===== src/rtl/timer_zero_pkg.sv =====
package timer_zero_pkg;

  // Register byte addresses on the APB side
  localparam logic [7:0] ADDR_RELOAD_LOW   = 8'h50;
  localparam logic [7:0] ADDR_RELOAD_HIGH  = 8'h54;
  localparam logic [7:0] ADDR_COUNT_LOW    = 8'h58;
  localparam logic [7:0] ADDR_COUNT_HIGH   = 8'h5C;
  localparam logic [7:0] ADDR_CONTROL      = 8'h60;
  localparam logic [7:0] ADDR_IRQ_FLAGS    = 8'h64;
  localparam logic [7:0] ADDR_IRQ_ENABLES  = 8'h68;

  // Reset values
  localparam logic [7:0] RST_RELOAD_LOW    = 8'h8D;
  localparam logic [7:0] RST_RELOAD_HIGH   = 8'h34;
  localparam logic [7:0] RST_CONTROL       = 8'h04;
  localparam logic [7:0] RST_COUNT_BYTE    = 8'h00;

  // Field positions
  localparam int         BIT_LOW_IRQ_EN    = 5;
  localparam int         BIT_RUN           = 2;
  localparam int         BIT_OVF_FLAG      = 2;
  localparam int         BIT_TIMER_IRQ_EN  = 2;
  localparam logic [7:0] CONTROL_MASK      = 8'h24;
  localparam logic [7:0] FLAGS_MASK        = 8'h04;
  localparam logic [7:0] ENABLES_MASK      = 8'h04;

  // Tick prescaler: system clock divided by 12
  localparam int         TICK_DIVIDE       = 12;
  localparam logic [3:0] TICK_LAST         = 4'(TICK_DIVIDE - 1);

endpackage


===== src/rtl/tick_divider.sv =====
`timescale 1ns/1ps
module tick_divider
  import timer_zero_pkg::*;
(
  // Clock and reset
  input  wire logic ref_clk,
  input  wire logic srst,
  // Enable and tick
  input  wire logic run,
  output logic      tick
);

  typedef struct packed
  {
    logic [3:0] count;
    logic       tick;
  } div_state_t;

  div_state_t state;
  div_state_t next_state;

  // One-cycle pulse every twelfth clock while running; prescaler freezes when stopped
  always_comb
  begin
    next_state      = state;
    next_state.tick = 1'b0;
    if (run)
    begin
      if (state.count == TICK_LAST)
      begin
        next_state.count = 4'h0;
        next_state.tick  = 1'b1;
      end
      else
      begin
        next_state.count = state.count + 4'h1;
      end
    end
  end

  always_ff @(posedge ref_clk)
  begin
    if (srst)
      state <= '0;
    else
      state <= next_state;
  end

  assign tick = state.tick;

endmodule


===== src/rtl/count_engine.sv =====
`timescale 1ns/1ps
module count_engine
  import timer_zero_pkg::*;
(
  // Clock and reset
  input  wire logic        ref_clk,
  input  wire logic        srst,
  // Control
  input  wire logic        tick,
  input  wire logic [15:0] reloadValue,
  input  wire logic        writeLow,
  input  wire logic        writeHigh,
  input  wire logic [7:0]  writeData,
  // Count and events
  output logic      [15:0] count,
  output logic             fullOverflow,
  output logic             lowOverflow
);

  typedef struct packed
  {
    logic [15:0] count;
    logic        full;
    logic        low;
  } eng_state_t;

  eng_state_t state;
  eng_state_t next_state;

  // Count up on tick, reload on full wrap; software writes override the count
  always_comb
  begin
    next_state      = state;
    next_state.full = 1'b0;
    next_state.low  = 1'b0;
    if (tick)
    begin
      if (state.count == 16'hFFFF)
      begin
        next_state.count = reloadValue;
        next_state.full  = 1'b1;
        next_state.low   = 1'b1;
      end
      else
      begin
        next_state.count = state.count + 16'h0001;
        next_state.low   = (state.count[7:0] == 8'hFF);
      end
    end
    // Write wins over a same-cycle tick so software sees what it wrote
    if (writeLow)
      next_state.count[7:0] = writeData;
    if (writeHigh)
      next_state.count[15:8] = writeData;
  end

  always_ff @(posedge ref_clk)
  begin
    if (srst)
      state <= '0;
    else
      state <= next_state;
  end

  assign count        = state.count;
  assign fullOverflow = state.full;
  assign lowOverflow  = state.low;

endmodule


===== src/rtl/auto_reload_timer_zero.sv =====
// The APB slave port is this design's own decision.
`timescale 1ns/1ps
module auto_reload_timer_zero
  import timer_zero_pkg::*;
(
  // Clock and reset
  input  wire logic        ref_clk,
  input  wire logic        srst,
  // APB slave
  input  wire logic        psel,
  input  wire logic        penable,
  input  wire logic        pwrite,
  input  wire logic [7:0]  paddr,
  input  wire logic [31:0] pwdata,
  input  wire logic [3:0]  pstrb,
  output logic             pready,
  output logic      [31:0] prdata,
  output logic             pslverr,
  // Timer events
  output logic             irqRequest,
  output logic             overflowPulse,
  output logic             timeoutOwned
);

  typedef struct packed
  {
    logic [7:0]  reloadLow;
    logic [7:0]  reloadHigh;
    logic [7:0]  control;
    logic [7:0]  flags;
    logic [7:0]  enables;
    logic [31:0] rdata;
    logic        ready;
    logic        slverr;
    logic        irq;
    logic        ovfPulse;
  } top_state_t;

  // Reset image: reload pair at its defaults, timer running, all else clear
  localparam top_state_t RESET_STATE = '{
    reloadLow:  RST_RELOAD_LOW,
    reloadHigh: RST_RELOAD_HIGH,
    control:    RST_CONTROL,
    default:    '0
  };

  top_state_t state;
  top_state_t next_state;

  logic        tick;
  logic [15:0] count;
  logic        fullOverflow;
  logic        lowOverflow;
  logic        access;
  logic        wrLane0;
  logic        writeLow;
  logic        writeHigh;

  // Known register address check
  function automatic logic isMapped(input logic [7:0] addr);
    isMapped = (addr == ADDR_RELOAD_LOW) || (addr == ADDR_RELOAD_HIGH)
            || (addr == ADDR_COUNT_LOW) || (addr == ADDR_COUNT_HIGH)
            || (addr == ADDR_CONTROL) || (addr == ADDR_IRQ_FLAGS)
            || (addr == ADDR_IRQ_ENABLES);
  endfunction

  // Access phase first cycle; answer comes one cycle later via registered pready
  assign access    = psel && penable && !state.ready;
  assign wrLane0   = access && pwrite && pstrb[0];
  assign writeLow  = wrLane0 && (paddr == ADDR_COUNT_LOW);
  assign writeHigh = wrLane0 && (paddr == ADDR_COUNT_HIGH);

  // Prescaler stops with run control, so a stopped timer makes no ticks
  tick_divider u_div
  (
    .ref_clk (ref_clk),
    .srst    (srst),
    .run     (state.control[BIT_RUN]),
    .tick    (tick)
  );

  count_engine u_eng
  (
    .ref_clk      (ref_clk),
    .srst         (srst),
    .tick         (tick),
    .reloadValue  ({state.reloadHigh, state.reloadLow}),
    .writeLow     (writeLow),
    .writeHigh    (writeHigh),
    .writeData    (pwdata[7:0]),
    .count        (count),
    .fullOverflow (fullOverflow),
    .lowOverflow  (lowOverflow)
  );

  // Register file, flag and interrupt logic
  always_comb
  begin
    next_state          = state;
    next_state.ready    = access;
    next_state.slverr   = access && !isMapped(paddr);
    next_state.rdata    = 32'h0000_0000;
    next_state.ovfPulse = fullOverflow;
    if (wrLane0)
    begin
      case (paddr)
        ADDR_RELOAD_LOW:  next_state.reloadLow  = pwdata[7:0];
        ADDR_RELOAD_HIGH: next_state.reloadHigh = pwdata[7:0];
        ADDR_CONTROL:     next_state.control    = pwdata[7:0] & CONTROL_MASK;
        ADDR_IRQ_FLAGS:   next_state.flags      = pwdata[7:0] & FLAGS_MASK;
        ADDR_IRQ_ENABLES: next_state.enables    = pwdata[7:0] & ENABLES_MASK;
        default:          next_state.enables    = state.enables;
      endcase
    end
    if (access && !pwrite)
    begin
      case (paddr)
        ADDR_RELOAD_LOW:  next_state.rdata[7:0] = state.reloadLow;
        ADDR_RELOAD_HIGH: next_state.rdata[7:0] = state.reloadHigh;
        ADDR_COUNT_LOW:   next_state.rdata[7:0] = count[7:0];
        ADDR_COUNT_HIGH:  next_state.rdata[7:0] = count[15:8];
        ADDR_CONTROL:     next_state.rdata[7:0] = state.control;
        ADDR_IRQ_FLAGS:   next_state.rdata[7:0] = state.flags;
        ADDR_IRQ_ENABLES: next_state.rdata[7:0] = state.enables;
        default:          next_state.rdata      = 32'h0000_0000;
      endcase
    end
    // Hardware set wins over a software clear in the same cycle
    if (fullOverflow)
      next_state.flags[BIT_OVF_FLAG] = 1'b1;
    // Interrupt request is a one-cycle pulse per qualifying event
    next_state.irq = state.enables[BIT_TIMER_IRQ_EN]
                     && (fullOverflow
                     || (lowOverflow && state.control[BIT_LOW_IRQ_EN]));
  end

  always_ff @(posedge ref_clk)
  begin
    if (srst)
      state <= RESET_STATE;
    else
      state <= next_state;
  end

  assign pready        = state.ready;
  assign prdata        = state.rdata;
  assign pslverr       = state.slverr;
  assign irqRequest    = state.irq;
  assign overflowPulse = state.ovfPulse;
  // Timeout ownership is outside this block; software must honor it
  assign timeoutOwned  = 1'b0;

endmodule


===== config.mk =====
export PLATFORM = sky130hd
export DESIGN_NAME = auto_reload_timer_zero
export DESIGN_NICKNAME = d
export VERILOG_FILES = /design/src/rtl/timer_zero_pkg.sv /design/src/rtl/tick_divider.sv /design/src/rtl/count_engine.sv /design/src/rtl/auto_reload_timer_zero.sv
export SDC_FILE = /design/constraint.sdc
export NUM_CORES = 1
export LEC_CHECK = 0
export BUFFER_PORTS_ARGS = -buffer_cell sky130_fd_sc_hd__buf_2
export CORE_MARGIN = 8
export CORE_UTILIZATION = 53
export CTS_CLUSTER_DIAMETER = 60
export CTS_CLUSTER_SIZE = 12
export DETAILED_ROUTE_END_ITERATION = 8
export PLACE_DENSITY_LB_ADDON = 0.12
export SLEW_MARGIN = 40
export SYNTH_ARGS = -nofsm -noshare
export SYNTH_HDL_FRONTEND = slang
export SYNTH_SLANG_ARGS = --single-unit
export TNS_END_PERCENT = 100

===== constraint.sdc =====
create_clock -name ref_clk -period 2.17 [get_ports ref_clk]
set_input_delay 0.217 -clock ref_clk [delete_from_list [all_inputs] [get_ports ref_clk]]
set_output_delay 0.217 -clock ref_clk [all_outputs]
set_load 0.05 [all_outputs]

# After elaboration in Yosys (flattened, before gate mapping)
# Index checks and enable logic that the tools add are counted.
[op_classes]
muxes = 13
div = 0
n_mul = 0
reduce_logical = 32
eq_ne = 10
n_lt_le_gt_ge = 0
bitwise_logic = 3
addsub = 2
shift = 0
[op_table]
columns = ["op", "count"]
rows = [
  ["$eq 8x7->1 const B", 7],
  ["$pmux 8 s7", 1],
  ["$mux 18", 1],
  ["$add 16x1->16 const B", 1],
  ["$eq 16x16->1 const B", 1],
  ["$mux 16", 1],
  ["$mux 8", 2],
  ["$mux 11", 1],
  ["$logic_and 1x1->1", 10],
  ["$reduce_and 2->1", 5],
  ["$eq 8x8->1 const B", 1],
  ["$reduce_bool 2->1", 4],
  ["$logic_or 1x1->1", 7],
  ["$mux 3", 2],
  ["$reduce_or 2->1", 3],
  ["$add 4x1->4 const B", 1],
  ["$eq 4x4->1 const B", 1],
  ["$mux 1", 4],
  ["$mux 4", 1],
  ["$logic_not 1->1", 3],
  ["$not 1->1", 3],
]
[totals]
wordCells = 77
register_bits = 79
ram_bits = 0
memories = 0
mem_bits_ro = 0
latch_bits = 0

# Longest topological paths before layout
# Gate-level depths: netlist (run 1).
[depth]
ltp_word = 9
ltp_mapped = 7
mapped_depth_nobuf = 6

# By module
# Synthesis (run 1) repeated with hierarchy kept, for this count alone.
[unflattened]
hier_cells = 360
area_unflattened_um2 = 3274.4
[by_module_without_submodules]
columns = ["mod", "area_each_um2", "instances", "cells_per_inst"]
rows = [
  ["auto_reload_timer_zero", 1769.2, 1, 176],
  ["count_engine", 1285.0, 1, 161],
  ["tick_divider", 220.2, 1, 23],
]

# Least setup slack after synthesis (run 1)
# OpenSTA, ideal clock, no wires.
[synth_timing]
path_type = "register -> register"
startpoint = "register state, in the netlist pready"
endpoint = "register state[68] (netlist bit)"
setup_time_ps = 122
arrival_ps = 1735
setup_slack_ps = 313
stages_incl_launch_ff = 6
path_buffers = 1
path_cell_list = "dfxtp_1 > nand3b_1 > nor4_4 > buf_6 > a21oi_1 > a311o_1"
[synth_between]
elab_chain_cells = 5
[synth_rtl]
columns = ["item", "line_no", "rtl"]
rows = [
  ["start: declaration", "auto_reload_timer_zero.sv:47", "top_state_t state;"],
  ["start signal: assignment", "auto_reload_timer_zero.sv:142", "state <= next_state;"],
  ["$logic_not 1->1", "auto_reload_timer_zero.sv:68", "assign access = psel && penable && !state.ready;"],
  ["$logic_and 1x1->1", "auto_reload_timer_zero.sv:68", ""],
  ["$logic_and 1x1->1 (2 in a row)", "auto_reload_timer_zero.sv:69", "assign wrLane0 = access && pwrite && pstrb[0];"],
  ["$reduce_and 2->1 (no source line)", "n/a", ""],
]
# Every way passes these cells.
# A chain may end at the register's enable or synchronous reset.

# Worst setup path after layout (run 1)
[layout_timing]
startpoint = "register state, in the netlist pready"
endpoint = "register u_eng.state, in the netlist u_eng.count[3]"
[layout_between]
elab_chain_cells = 6
word_cells_on_any_way = 7
[layout_rtl]
columns = ["item", "line_no", "rtl"]
rows = [
  ["$logic_not 1->1 *", "auto_reload_timer_zero.sv:68", ""],
  ["$logic_and 1x1->1 *", "auto_reload_timer_zero.sv:68", ""],
  ["$logic_and 1x1->1 * (2 in a row)", "auto_reload_timer_zero.sv:69", ""],
  ["$logic_and 1x1->1 *", "auto_reload_timer_zero.sv:70", "assign writeLow = wrLane0 && (paddr == ADDR_COUNT_LOW);"],
  ["$mux 8 / $reduce_bool 2->1 (equally long branches)", "n/a", ""],
  ["end signal: assignment", "count_engine.sv:62", "state <= next_state;"],
  ["end: declaration", "count_engine.sv:27", "eng_state_t state;"],
]
# Mark *: on every way between the ends. The rest lies on a longest branch, timed or not.

==> results of run 1 <==
-- worst paths after layout --
check,startpoint,end,slack (ns),cells after the start
worst min-delay path,pwdata[4],u_eng.count[4],0.16,3
worst max register to register,pready,u_eng.count[3],0.31,5
worst max-delay path,pready,u_eng.count[3],0.31,5
worst min register to register,u_eng.fullOverflow,overflowPulse,0.47,2
-- per-stage QoR --
step / worst slack [ns] / power (mW) / area (sq um)
6_report: 0.306 / 1.97 / 3470
5_1_grt: 0.144 / 2.02 / 3470
4_1_cts: 0.292 / 1.98 / 3470
3_5_place_dp: 0.0806 / 1.27 / 3350
3_3_place_gp: 0.105 / 1.27 / 3350
2_1_floorplan: 0.313 / 1.25 / 3220
-- layout make-up --
cell class | instances | area share, %
Multi-Input combinational cell | 272 | 50.0
Tap cell | 75 | 2.71
Sequential cell | 55 | 31.7
Inverter | 14 | 1.52
Clock inverter | 3 | 1.33
Timing Repair Buffer | 59 | 10.8
Clock buffer | 5 | 1.98
-- worst register-to-register path: cells and delay by family (launching register included) --
kind / cells / cell delay, ns
AO/OA/AOI/OAI: 1 / 0.33
buffers and inverters: 1 / 0.23
flip-flops: 1 / 0.32
AND/OR/NAND/NOR: 3 / 0.90
-- registers in the layout, summed over array words and instances, names as in the netlist, 4 cells and up --
| signal | flops |
|---|---|
| u_div.state | 4 |
| prdata | 8 |
| u_eng.count | 16 |
| state | 20 |
-- Yosys cell counts (3+ instances only) --
| cell type | number | area [sq um] |
|---|---|---|
| a211o_1 | 3 | 26.3 |
| mux4_2 | 7 | 158 |
| a311o_1 | 4 | 40.0 |
| dfxtp_1 | 55 | 1100 |
| nor2b_1 | 10 | 62.6 |
| and3_1 | 7 | 43.8 |
| xnor2_1 | 3 | 26.3 |
| nand2_1 | 28 | 105 |
| buf_4 | 34 | 255 |
| nor3_1 | 8 | 40.0 |
| o32ai_1 | 7 | 61.3 |
| xor2_1 | 6 | 52.6 |
| nand3_1 | 26 | 130 |
| nor4_1 | 6 | 37.5 |
| mux2i_1 | 15 | 150 |
| o21ai_0 | 5 | 25.0 |
| clkbuf_1 | 8 | 30.0 |
| nand2b_1 | 5 | 31.3 |
| inv_1 | 14 | 52.6 |
| nand4_1 | 6 | 37.5 |
| a31oi_1 | 3 | 18.8 |
| buf_2 | 5 | 25.0 |
| a21oi_1 | 22 | 110 |
| nor2_1 | 39 | 146 |
| a211oi_1 | 3 | 22.5 |
| a22oi_1 | 3 | 22.5 |
-- kinds of logic (layout without fill, tap and decap cells) --
family | count (synthesis) | count (layout) | synth area share (%)
AO/OA/AOI/OAI | 64 | 64 | 14.1
XOR/XNOR | 9 | 9 | 2.52
adder cells (fa/ha/maj) | 2 | 2 | 0.799
buffers and inverters | 64 | 81 | 12.4
flip-flops | 55 | 55 | 35.1
multiplexers | 23 | 23 | 10.2
other | 1 | 25 | 0.120
AND/OR/NAND/NOR | 149 | 149 | 24.7
-- power breakdown --
| group | leakage [nW] | internal, mW | switching, mW |
|---|---|---|---|
| Clock | 0.0548 | 0.348 | 0.367 |
| Sequential | 0.444 | 1.02 | 0.00594 |
| Combinational | 1.01 | 0.0503 | 0.181 |
-- layer usage --
| metal | wire length [um] | track usage [%] | up-vias |
|---|---|---|---|
| li1 | - | - | 1336 |
| met4 | 214 | 7.92 | 0 |
| met5 | 0 | 0 | - |
| met2 | 3900 | 31.6 | 142 |
| met3 | 819 | 4.45 | 14 |
| met1 | 3620 | 25.5 | 1345 |
==> reports/results.tsv, run 1 <==
metric	value	unit
path_cells	nand3b_1 > nor4_4 > buf_4 > nand2_1 > o221a_2	
crit_arrival	2.09	ns
clkTransAtPathRegs	0.11	ns
cts_tree	built	
worst-path-buf-inv	1	
holdBufCountCts	0	
drc	0	
final_cells	483	
coreArea	0.00582	sq mm
grt_pass1_vias	2692	
fmax	536	MHz
cp_max_fo	9	
final_cell_mix	55 x dfxtp_1, 39 x nor2_1, 33 x buf_2	
cts_root_buf	clkbuf_8	
vias	2837	
dpl.hpwl	6250	um
grt_usage	19.9	%
diodes	0	
syn-mean-instance-area	8.54	sq um
antenna_found_initial	0	
status	complete, no violations	
hold_ws	0.158	ns
grt_pass1_wl	13700	um
cts_sinks	55	
die_y	92.9	um
drt_iter0_drc	266	
ys_seq_area_share	35.1	%
area_growth	10.7	%
power_density	567	mW/mm^2
fin_setup_tns	0	ns
synth_cells	367	
ctsResizeCount	0	
ios	86	
finClkSkew	0.00862	ns
ant_nets	0	
critPathKind	reg -> reg	
die_w	92.9	um
clk_latency	0.32	ns
synth_top_flop_cell	dfxtp_1	
rsz0062_at_grt	no	
htreeDepth	2	
nFillCells	551	
period_share	85.9	%
max-cap-violations	0	
synth_edf_count	0	
cp_slowest_cell	nor4_4	
min_period	1.86	ns
cts_buffers	5	
cpLargestDelayFamily	simple AND/OR/NAND/NOR gates	
cp-end-kind	register	
grt-ovfl-total	0	
p_leak	1.51	nW
multi_input_area	0.00173	sq mm
yosysWarnings	0	
slowest_delay	0.40	ns
area.sequential	0.00110	sq mm
synth_area	0.00313	sq mm
slew_viol_final	0	
hold_viol	0	
synthArstFlopShare	0	%
drt-total-wl	8550	um
gp_congestion	0.959	
fin_util	59.6	%
start_util	53.9	%
cts.path.max_buffers	2	
critPathRequiredTime	2.39	ns
rows	28	
setup_violations	0	
placed_cells	475	
start_kind	register	
drt_pre_antenna_iters	5	
io_buffers	33	
layout-drive-gt1-share	20.1	%
synth_seq_cells	55	
viasPerCell	5.87	
die_area	0.00863	sq mm
layout_commonest_cell	dfxtp_1	
vdd_drop_max	0.388	mV
hp-class	in -> reg	
synth_cell_types	53	
drt-wirelength-per-cell	17.7	um
post_cts_buffers	0	
fin_nets	458	
grt_start_max_net_pins	22	
(Power assumes the default switching activity.)
==> run 2, diff against run 1 <==
Settings changed: ABC_AREA from default to 1, CORE_UTILIZATION 53 to 54, SETUP_SLACK_MARGIN from default to 0.4, TNS_END_PERCENT 100 to 1.
==> run 2 against run 1 <==
Against the previous run: utilization fell by 0.47 points; final cell count increased by 30%; hold slack worse by 0.028 ns; wire length increased by 4.3%; synthesized cell count increased by 40%; power down 1.5%; count of clock-buffer cells in the layout up 1; critical path depth grew 5; clock skew down 0.0025 ns; critical path type unchanged; highest routed layer unchanged.
==> reports/results.tsv, run 2 <==
metric	value	unit	change
drt_pre_antenna_iters	5		unchanged
synth_common_cells	111 x nand2_1, 80 x inv_1, 55 x dfxtp_1		
largest_reg_flops	20		unchanged
setup_ws	0.453	ns	+0.147 ns
layout-drive-gt1-share	16.0	%	-4.1 points
cts_tree	built		
fin_nets	599		+31%
p_int	1.42	mW	+0.53%
seqPwrFrac	52.6	%	+0.7 points
grt_pass1_wl	14400	um	+5.4%
rr_startpoint	u_eng.count[1]		
drt_iter0_drc	437		+64%
clockPowerShare	37.4	%	+1.1 points
grt_pass1_vias	2952		+9.7%
cp_slowest_cell	dfxtp_2		
coreArea	0.00620	sq mm	+6.7%
dp_slack	0.329	ns	+0.249 ns
rsz0062_at_grt	yes		
setup_violations	0		unchanged
cts_sinks	55		unchanged
critPathRequiredTime	2.42	ns	+0.03 ns
cp-end-kind	register		
slew_viol_final	0		unchanged
p_leak	1.67	nW	+10%
final_cell_mix	111 x nand2_1, 79 x inv_1, 54 x dfxtp_1		
swShare	26.6	%	-1.5 points
slowest_delay	0.38	ns	-0.02 ns
start_kind	register		
ant_nets	0		unchanged
hp-class	in -> reg		
crit_arrival	1.97	ns	-0.12 ns
clkTransAtPathRegs	0.10	ns	about the same
antenna_found_initial	0		unchanged
ys_seq_area_share	32.6	%	-2.5 points
holdBufCountCts	0		unchanged
cts_buffers	5		unchanged
hold_start	pwdata[0]		
io_buffers	33		unchanged
die_area	0.00904	sq mm	+4.8%
syn-mean-instance-area	6.57	sq um	-23%
yosysWarnings	0		unchanged
vias	3266		+15%
synth_cells	514		+40%
die_w	95.1	um	+2.4%
finClkSkew	0.00607	ns	-0.00254 ns
synth_area	0.00338	sq mm	+7.8%
max-cap-violations	0		unchanged
drc	0		unchanged
hold_viol	0		unchanged
fmax	582	MHz	+8.6%
synth.most_common_cell	nand2_1		
yosys-top-cells-area	dfxtp_1 33%, nand2_1 12%, inv_1 8.9%, buf_4 7.6%, nand3_1 7.3%		
path_cells	ha_2 > nand2_2 > nor2_4 > buf_4 > nand2_4 > nor2_4 > nand2_4 > nand2_1 > nand3_1 > a21oi_1		
cp_max_fo	13		+4
layout_commonest_cell	nand2_1		
grt_start_max_net_pins	25		+14%
synth_top_flop_cell	dfxtp_1		
hold_ws	0.130	ns	-0.0282 ns
min_period	1.72	ns	-0.147 ns
grt_usage	20.1	%	+0.23 points
pwr-share-comb	10.0	%	-1.8 points
critPathKind	reg -> reg		
max_flop_register	state		
drt-total-wl	8910	um	+4.3%
clk_latency	0.31	ns	about the same
gp_congestion	0.932		-2.8%
dpl.hpwl	6790	um	+8.6%
vdd_drop_max	0.296	mV	-24%
synth_cell_types	33		-38%
rows	29		+3.6%
cts.path.max_buffers	2		unchanged
area_growth	8.71	%	
synthArstFlopShare	0	%	unchanged
diodes	0		unchanged
grt-ovfl-total	0		unchanged
power_density	528	mW/mm^2	-7.0%
synth_top_area_share	32.6	%	-2.5 points
viasPerCell	5.22		-11%
power.switching	0.516	mW	-6.8%
period_share	79.1	%	-6.8 points
start_util	54.4	%	+0.55 points
fin_setup_tns	0	ns	unchanged
htreeDepth	2		unchanged
cp-startpoint	u_eng.count[1]		
synth_seq_cells	55		unchanged
die_y	95.1	um	+2.4%
synth_largest_area_cell	dfxtp_1		
cts_root_buf	clkbuf_8		
drt-wirelength-per-cell	14.2	um	-20%
status	complete, no violations		
ios	86		unchanged
synth_edf_count	0		unchanged
==> run 2: path summary, 6_finish.rpt <==
check	endpoint	slack, ns	cells after the start
worst max-delay path	u_eng.count[0]	0.45	10
worst min register to register	overflowPulse	0.48	2
worst max register to register	u_eng.count[0]	0.45	10
worst min-delay path	state[68]	0.13	3
==> run 2: cell type report <==
cell class,instances,area [sq um]
Clock buffer,6,82.6
Multi-Input combinational cell,356,1780
Sequential cell,55,1100
Clock inverter,2,35.0
Inverter,85,322
Tap cell,77,96.3
Fill cell,614,2530
Timing Repair Buffer,45,255
==> run 2: metrics by stage <==
step / cell area, sq um / utilization [%] / instances / total power, mW
after floorplan: 3470 / - / 538 / 1.22
after global placement: 3490 / 56.2 / 613 / 1.23
after detailed placement: 3490 / 56.2 / 613 / 1.23
after CTS: 3620 / 58.4 / 622 / 1.94
after global routing: 3670 / 59.2 / 626 / 2.00
final: 3670 / 59.2 / 626 / 1.94
==> run 2: worst max-delay path: cells and delay by family (launching register included) <==
kind,cells,cell delay [ns]
simple gates,7,0.75
compound gates,1,0.15
fa+ha+maj,1,0.21
flops,1,0.38
buf+inv,1,0.16
==> run 2: timing repair <==
item,4_1_cts,5_1_grt
setup buffers,1,4
gates resized for setup,3,5
pin swaps,1,2
hold endpoints to repair,0,0
setup endpoints to repair,15,20
==> run 2: logic make-up (layout without fill, tap and decap cells) <==
logic type	count (synthesis)	after routing	share of synthesized area (%)
buf+inv	127	138	18.2
flops	55	55	32.6
xor+xnor	3	3	0.778
simple gates	250	250	35.0
compound gates	76	76	12.6
fa+ha+maj	2	2	0.741
other cells	1	25	0.111
==> run 2: power by group through the flow <==
stage	sequential (mW)	clock, mW	combinational [mW]
after floorplan	1.05	0	0.176
after global placement	1.04	0	0.189
after detailed placement	1.04	0	0.190
after CTS	1.02	0.733	0.190
after global routing	1.02	0.770	0.207
final	1.02	0.724	0.194
==> run 2: per-layer routing <==
layer  share of wire (%)  vias up  global-route usage, %
met5                   0        -                      0
met4                 1.5        0                   5.85
met3                 8.1       13                   2.60
met2                  45      120                   31.5
met1                  46     1476                   28.1
li1                    -     1657                      -
